**config.mk**
```make
export PLATFORM = sky130hd
export DESIGN_NAME = esd_sequencer
export DESIGN_NICKNAME = d
export VERILOG_FILES = /design/src/rtl/esd_delay_chan.v /design/src/rtl/esd_sequencer.v
export VERILOG_INCLUDE_DIRS = /design/src /design/src/rtl
export SDC_FILE = /design/constraint.sdc
export NUM_CORES = 1
export LEC_CHECK = 0
export BUFFER_PORTS_ARGS = -buffer_cell sky130_fd_sc_hd__buf_2
export CAP_MARGIN = 15
export CORE_ASPECT_RATIO = 0.6
export CORE_UTILIZATION = 50
export CTS_CLUSTER_DIAMETER = 60
export DETAILED_ROUTE_END_ITERATION = 12
export PLACE_DENSITY = 0.68
export SYNTH_ARGS = -nofsm -noshare
export SYNTH_HDL_FRONTEND = slang
export SYNTH_HIERARCHICAL = 1
export SYNTH_SLANG_ARGS = --single-unit
```
**constraint.sdc**
```tcl
create_clock -name sys_clk_i -period 4.6 [get_ports sys_clk_i]
set_input_delay 0.92 -clock sys_clk_i [delete_from_list [all_inputs] [get_ports sys_clk_i]]
set_output_delay 0.92 -clock sys_clk_i [all_outputs]
set_load 0.05 [all_outputs]
```
**src/rtl/esd_defines.vh**
```
// register offsets, field positions, reset values and timing for the sequencer
`ifndef ESD_DEFINES_VH
`define ESD_DEFINES_VH
`define ESD_ADDR_REG1_DELAY   8'h0f
`define ESD_ADDR_OUT1_DELAY   8'h10
`define ESD_ADDR_OUT2_DELAY   8'h11
`define ESD_ADDR_OUT_CTRL     8'h12
`define ESD_ADDR_CONFIG       8'h13
`define ESD_OFF_HI            7
`define ESD_OFF_LO            4
`define ESD_ON_HI             3
`define ESD_ON_LO             0
`define ESD_CTL_OUT1_LEVEL    0
`define ESD_CTL_OUT1_GATING   1
`define ESD_CTL_OUT1_OD       2
`define ESD_CTL_OUT2_LEVEL    4
`define ESD_CTL_OUT2_GATING   5
`define ESD_CTL_OUT2_OD       6
`define ESD_CTL_WMASK         8'h77
`define ESD_CFG_ON_RANGE      6
`define ESD_CFG_OFF_RANGE     5
`define ESD_DELAY_RESET       8'h00
`define ESD_CTRL_RESET        8'h00
`define ESD_CFG_RESET         8'h00
`define ESD_CLK_MHZ           250
`define ESD_STEP_US           500
`define ESD_STEP_CYCLES       (`ESD_STEP_US * `ESD_CLK_MHZ)
`endif

```
**src/rtl/esd_delay_chan.v**
```verilog
// one delayed-edge channel: follows enable edges after a coded step delay
`timescale 1ns/1ps
`default_nettype none
module esd_delay_chan (
    input  wire       sys_clk_i,
    input  wire       rstn_i,
    input  wire       en_i,
    input  wire       en_rise_i,
    input  wire       en_fall_i,
    input  wire       half_tick_i,
    input  wire       full_tick_i,
    input  wire [3:0] on_code_i,
    input  wire [3:0] off_code_i,
    input  wire       on_range_i,
    input  wire       off_range_i,
    output reg        state_o
);
    reg [3:0] cnt_reg;
    reg       pend_reg;
    wire      tick;

    // step tick chosen by the range of the pending direction
    assign tick = en_i ? (on_range_i ? full_tick_i : half_tick_i)
                       : (off_range_i ? full_tick_i : half_tick_i);

    // load on each edge; a reversed edge reloads and so cancels
    always @(posedge sys_clk_i or negedge rstn_i) begin
        if (!rstn_i) begin
            cnt_reg  <= 4'h0;
            pend_reg <= 1'b0;
            state_o  <= 1'b0;
        end else if (en_rise_i) begin
            cnt_reg  <= on_code_i;
            pend_reg <= (on_code_i != 4'h0);
            if (on_code_i == 4'h0)
                state_o <= 1'b1;
        end else if (en_fall_i) begin
            cnt_reg  <= off_code_i;
            pend_reg <= (off_code_i != 4'h0);
            if (off_code_i == 4'h0)
                state_o <= 1'b0;
        end else if (pend_reg && tick) begin
            if (cnt_reg == 4'h1) begin
                pend_reg <= 1'b0;
                state_o  <= en_i;
            end
            cnt_reg <= cnt_reg - 4'h1;
        end
    end
endmodule // esd_delay_chan
`default_nettype wire

```
**src/rtl/esd_sequencer.v**
```verilog
// enable-pin sequencing for regulator two and two general outputs
`timescale 1ns/1ps
`default_nettype none
`include "esd_defines.vh"
// Operation
// - regulator two turns off after coded delay from enable fall
// - shutdown range bit makes each shutdown step 1 ms
// - regulator two turns on after coded delay from enable rise
// - startup range bit makes each startup step 1 ms
// - first output goes low after its shutdown delay
// - first output goes high after its startup delay
// - second output goes low after its shutdown delay
// - second output goes high after its startup delay
// - control bit 6 selects open-drain for second output
// - control bit 1 gates first output with delayed enable
// - control bit 5 gates second output with delayed enable
// - control bit 0 is first output level
// - control bit 4 is second output level, when pin is output
// - configuration bit 6 is startup range select
// - configuration bit 5 is shutdown range select
module esd_sequencer #(
    parameter STEP_CYCLES = `ESD_STEP_CYCLES
) (
    input  wire       sys_clk_i,
    input  wire       rstn_i,
    input  wire       en_pin_i,
    input  wire       out2_pin_sel_i,
    input  wire       reg_wr_i,
    input  wire [7:0] reg_addr_i,
    input  wire [7:0] reg_wdata_i,
    output reg  [7:0] reg_rdata_o,
    output reg        reg2_enable_o,
    output reg        out1_o,
    output reg        out1_oe_o,
    output reg        out2_o,
    output reg        out2_oe_o
);
    reg [7:0]  reg1_delay_reg;
    reg [7:0]  out1_delay_reg;
    reg [7:0]  out2_delay_reg;
    reg [7:0]  ctrl_reg;
    reg [7:0]  cfg_reg;
    reg [31:0] div_reg;
    reg        half_tick_reg;
    reg        odd_reg;
    reg        en_d_reg;
    reg [7:0]  rd_next;
    wire       en_rise;
    wire       en_fall;
    wire       full_tick;
    wire       reg2_on;
    wire       out1_on;
    wire       out2_on;
    wire       out1_lvl;
    wire       out2_lvl;

    // enable edge detection
    always @(posedge sys_clk_i or negedge rstn_i) begin
        if (!rstn_i)
            en_d_reg <= 1'b0;
        else
            en_d_reg <= en_pin_i;
    end
    assign en_rise = en_pin_i & ~en_d_reg;
    assign en_fall = ~en_pin_i & en_d_reg;

    // shared tick divider, restarted at each enable edge
    always @(posedge sys_clk_i or negedge rstn_i) begin
        if (!rstn_i) begin
            div_reg       <= 32'h0;
            half_tick_reg <= 1'b0;
            odd_reg       <= 1'b0;
        end else if (en_rise || en_fall) begin
            div_reg       <= 32'h0;
            half_tick_reg <= 1'b0;
            odd_reg       <= 1'b0;
        end else if (div_reg == STEP_CYCLES - 1) begin
            div_reg       <= 32'h0;
            half_tick_reg <= 1'b1;
            odd_reg       <= ~odd_reg;
        end else begin
            div_reg       <= div_reg + 32'h1;
            half_tick_reg <= 1'b0;
        end
    end
    // 1 ms tick every second half step
    assign full_tick = half_tick_reg & ~odd_reg;

    esd_delay_chan u_reg2 (
        .sys_clk_i   (sys_clk_i),
        .rstn_i      (rstn_i),
        .en_i        (en_pin_i),
        .en_rise_i   (en_rise),
        .en_fall_i   (en_fall),
        .half_tick_i (half_tick_reg),
        .full_tick_i (full_tick),
        .on_code_i   (reg1_delay_reg[`ESD_ON_HI:`ESD_ON_LO]),
        .off_code_i  (reg1_delay_reg[`ESD_OFF_HI:`ESD_OFF_LO]),
        .on_range_i  (cfg_reg[`ESD_CFG_ON_RANGE]),
        .off_range_i (cfg_reg[`ESD_CFG_OFF_RANGE]),
        .state_o     (reg2_on)
    );

    esd_delay_chan u_out1 (
        .sys_clk_i   (sys_clk_i),
        .rstn_i      (rstn_i),
        .en_i        (en_pin_i),
        .en_rise_i   (en_rise),
        .en_fall_i   (en_fall),
        .half_tick_i (half_tick_reg),
        .full_tick_i (full_tick),
        .on_code_i   (out1_delay_reg[`ESD_ON_HI:`ESD_ON_LO]),
        .off_code_i  (out1_delay_reg[`ESD_OFF_HI:`ESD_OFF_LO]),
        .on_range_i  (cfg_reg[`ESD_CFG_ON_RANGE]),
        .off_range_i (cfg_reg[`ESD_CFG_OFF_RANGE]),
        .state_o     (out1_on)
    );

    esd_delay_chan u_out2 (
        .sys_clk_i   (sys_clk_i),
        .rstn_i      (rstn_i),
        .en_i        (en_pin_i),
        .en_rise_i   (en_rise),
        .en_fall_i   (en_fall),
        .half_tick_i (half_tick_reg),
        .full_tick_i (full_tick),
        .on_code_i   (out2_delay_reg[`ESD_ON_HI:`ESD_ON_LO]),
        .off_code_i  (out2_delay_reg[`ESD_OFF_HI:`ESD_OFF_LO]),
        .on_range_i  (cfg_reg[`ESD_CFG_ON_RANGE]),
        .off_range_i (cfg_reg[`ESD_CFG_OFF_RANGE]),
        .state_o     (out2_on)
    );

    // register writes
    always @(posedge sys_clk_i or negedge rstn_i) begin
        if (!rstn_i) begin
            reg1_delay_reg <= `ESD_DELAY_RESET;
            out1_delay_reg <= `ESD_DELAY_RESET;
            out2_delay_reg <= `ESD_DELAY_RESET;
            ctrl_reg       <= `ESD_CTRL_RESET;
            cfg_reg        <= `ESD_CFG_RESET;
        end else if (reg_wr_i) begin
            case (reg_addr_i)
                `ESD_ADDR_REG1_DELAY: reg1_delay_reg <= reg_wdata_i;
                `ESD_ADDR_OUT1_DELAY: out1_delay_reg <= reg_wdata_i;
                `ESD_ADDR_OUT2_DELAY: out2_delay_reg <= reg_wdata_i;
                `ESD_ADDR_OUT_CTRL:   ctrl_reg <= reg_wdata_i & `ESD_CTL_WMASK;
                `ESD_ADDR_CONFIG:     cfg_reg <= reg_wdata_i;
                default: ;
            endcase
        end
    end

    // read data mux, unmapped reads zero
    always @* begin
        case (reg_addr_i)
            `ESD_ADDR_REG1_DELAY: rd_next = reg1_delay_reg;
            `ESD_ADDR_OUT1_DELAY: rd_next = out1_delay_reg;
            `ESD_ADDR_OUT2_DELAY: rd_next = out2_delay_reg;
            `ESD_ADDR_OUT_CTRL:   rd_next = ctrl_reg;
            `ESD_ADDR_CONFIG:     rd_next = cfg_reg;
            default:              rd_next = 8'h00;
        endcase
    end

    // first level, optionally gated by delayed enable
    assign out1_lvl = ctrl_reg[`ESD_CTL_OUT1_LEVEL] &
                      (~ctrl_reg[`ESD_CTL_OUT1_GATING] | out1_on);
    // second level, optionally gated by delayed enable
    assign out2_lvl = ctrl_reg[`ESD_CTL_OUT2_LEVEL] &
                      (~ctrl_reg[`ESD_CTL_OUT2_GATING] | out2_on);

    // registered outputs and pin drivers
    always @(posedge sys_clk_i or negedge rstn_i) begin
        if (!rstn_i) begin
            reg_rdata_o   <= 8'h00;
            reg2_enable_o <= 1'b0;
            out1_o        <= 1'b0;
            out1_oe_o     <= 1'b0;
            out2_o        <= 1'b0;
            out2_oe_o     <= 1'b0;
        end else begin
            reg_rdata_o   <= rd_next;
            reg2_enable_o <= reg2_on;
            out1_o        <= out1_lvl;
            out1_oe_o     <= ~(ctrl_reg[`ESD_CTL_OUT1_OD] & out1_lvl);
            out2_o        <= out2_lvl;
            // pin released when used as clock input
            out2_oe_o     <= ~out2_pin_sel_i &
                             ~(ctrl_reg[`ESD_CTL_OUT2_OD] & out2_lvl);
        end
    end
endmodule // esd_sequencer
`default_nettype wire

```
==> flow_summary.json <==
{
  "status": "completed",
  "postSynthRegisterBits": 104,
  "crit_chain": "buf_2 > inv_1 > ha_1 > nor2_1 > a211oi_1 > a211oi_2 > mux2i_1",
  "r2r_slack_ns": 2.26,
  "ys_warn_count": 6,
  "fmax_ghz": 0.4031,
  "hp-class": "flop to flop",
  "worst_pin_slew_ns": 0.8273,
  "min_from": "u_reg2/state_o",
  "syn_area_sq_um": 5503,
  "criticalPathCategory": "primary input to flop",
  "setup_violations": 0,
  "cts_buffers": 9,
  "drive_above_1_share_pct": 22.74,
  "cp-startpoint": "en_pin_i",
  "core_area_sq_um": 10630,
  "cts.sinks": 104,
  "grt_pass1_wl_mm": 21.24,
  "ir_worst_vdd_mv": 0.1988,
  "final_cells": 671,
  "reg2reg_to": "div_reg[29]",
  "grt_pass1_vias": 3923,
  "rows": 29,
  "nets": 557,
  "netlist_instances": 500,
  "drc_errors": 0,
  "start_util_pct": 51.76,
  "maxCapViolations": 0,
  "p_leak_nw": 2.732,
  "synthesis.nets": 530,
  "wl_met3_microns": 885,
  "io_buffers": 33,
  "n_fill_cell": 907,
  "rsz0062_at_grt": "no",
  "dp_hpwl_mm": 9.378,
  "cts_buffer_depth": 2,
  "routedWlPerCell_microns": 19.59,
  "clock-root-buffer": "clkbuf_16",
  "critPathSlowestCell": "ha_1",
  "clkTransAtPathRegs_ns": 0.07,
  "grt_max_degree": 44,
  "hold_viol": 0,
  "dieArea_sq_um": 11440,
  "drtAntennaViolNets": 0,
  "setup_slack_ns": 2.119,
  "drt-total-wl_mm": 13.15,
  "setup_tns_ns": 0,
  "cts_setup_buffers": 0,
  "drt-met1-wl_mm": 6.863,
  "slew_headroom_pct": 44.85,
  "grtUsageTotal_pct": 24.47,
  "syn_area_per_cell_sq_um": 11.01,
  "viasPerCell": 6.335,
  "crit_cells": 7,
  "die_w_microns": 137.4,
  "synthArstFlopShare_pct": 100.0,
  "drt_iter0_markers": 368,
  "gp_congestion": 0.8238,
  "utilization_pct": 57.03,
  "largest_reg_flops": 32,
  "io-pin-count": 34,
  "regToRegStartpoint": "div_reg[14]",
  "synth_edf_count": 0,
  "ctsHoldBuffers": 0,
  "firstDrtPassIters": 7,
  "area_growth_pct": 10.19,
  "maxSlewViolCount": 0,
  "antenna_found_initial": 0,
  "synth.distinct_cells": 60,
  "routed.top_layer": "met4",
  "route.met2.wl_mm": 5.346,
  "worstSkewPairLatency_ns": 0.35,
  "p_per_area_nw_per_um2": 327.6,
  "vias": 4251,
  "dp_slack_ns": 1.559,
  "post-route-period-util_pct": 53.93,
  "finalPower_mw": 1.986,
  "htreeDepth": 3,
  "cpPeakStageDelay_ns": 0.49,
  "gr-total-overflow": 0,
  "dp.cells": 654,
  "die_h_microns": 83.26,
  "cts_tree": "done",
  "endpoint": "u_out2/state_o",
  "dominantRegCellSynth": "dfrtp_1",
  "crit_fanout": 24,
  "critPathBufInv": 2,
  "cpLargestDelayFamily": "adder cells",
  "r2r_cells": 4,
  "antenna_cells": 0,
  "skew_ns": 0.006534,
  "post_cts_resized": 0,
  "period_minus_slack_ns": 2.481,
  "critPathArrivalTime_ns": 2.75,
  "endpoint_kind": "flop",
  "worstPathRequired_ns": 4.87,
  "startpoint_type": "primary input",
  "ys_seq_area_share_pct": 47.29
}
-- cell usage after synthesis (11+ instances only) --
master / number / area [sq um]
dfrtp_1: 104 / 2603
mux2_2: 38 / 427.9
nor2_1: 28 / 105.1
a21oi_1: 27 / 135.1
inv_1: 23 / 86.33
nand2_1: 23 / 86.33
nand4_1: 19 / 118.9
nand3_1: 15 / 75.07
o21ai_0: 15 / 75.07
nor4_1: 13 / 81.33
mux2i_1: 12 / 120.1
buf_2: 11 / 55.05
or4_1: 11 / 82.58
-- metrics by stage --
step / hold slack, ns / cell area, sq um
after global routing: 0.4152 / 6063
after CTS: 0.3990 / 6048
after floorplan: 0.3537 / 5503
after global placement: 0.3720 / 5757
final: 0.3981 / 6063
after detailed placement: 0.3834 / 5757
-- placed cells by master, fill, tap and decap left out, drive strengths merged, types with 5 or more instances in the layout --
cell	Yosys	routed
ha	9	9
dfrtp	104	104
a22o	9	9
or4	11	11
and3	6	6
inv	23	25
mux2i	12	12
nor3	11	11
a31oi	9	9
and4	8	8
nand2	24	24
buf	17	37
xnor2	6	6
o31ai	11	11
or3	9	9
a211oi	6	6
nand3	16	16
mux4	6	6
mux2	41	41
clkbuf	4	11
a21oi	27	27
nand4	21	21
nor2	28	28
xor2	9	9
and2	5	5
nand4b	5	5
nor4	13	13
o21ai	15	15
-- report_power, final --
group | switching [mW] | leakage, nW | internal (mW)
sequential | 0.0436 | 1.40 | 0.964
clock | 0.347 | 0.143 | 0.401
combinational | 0.140 | 1.19 | 0.0914
-- cells by family (layout without fill, tap and decap cells) --
logic type,after synthesis,count (layout),synth area share (%)
compound gates,97,97,12.16
xor+xnor,15,15,2.388
fa+ha+maj,9,9,2.046
buf+inv,44,76,3.729
flops,104,104,47.29
mux,59,59,13.23
simple gates,172,172,19.14
-- worst min-delay path by stage --
stage                                to  slack, ns  cells past startpoint
final                     reg2_enable_o       0.40                      0
after global routing      reg2_enable_o       0.42                      0
after CTS                 reg2_enable_o       0.40                      0
after detailed placement  reg2_enable_o       0.38                      0
after global placement    reg2_enable_o       0.37                      0
after floorplan           reg2_enable_o       0.35                      0
-- area by class of cell --
type	count	area (sq um)	area share [%]
inverters	23	86.33	1.424
multi-input cells	352	2704	44.59
flip-flops and latches	104	2603	42.92
well taps	139	173.9	2.868
clock inverters	5	38.79	0.6397
clock buffers	11	252.7	4.168
repair buffers	37	205.2	3.384
-- layer usage --
layer | vias to the layer above | GRT usage [%]
met4 | 0 | 3.297
met5 | - | 0
met3 | 4 | 7.326
li1 | 1951 | -
met2 | 153 | 32.21
met1 | 2143 | 39.56
Power figures use the tool's default switching activity.
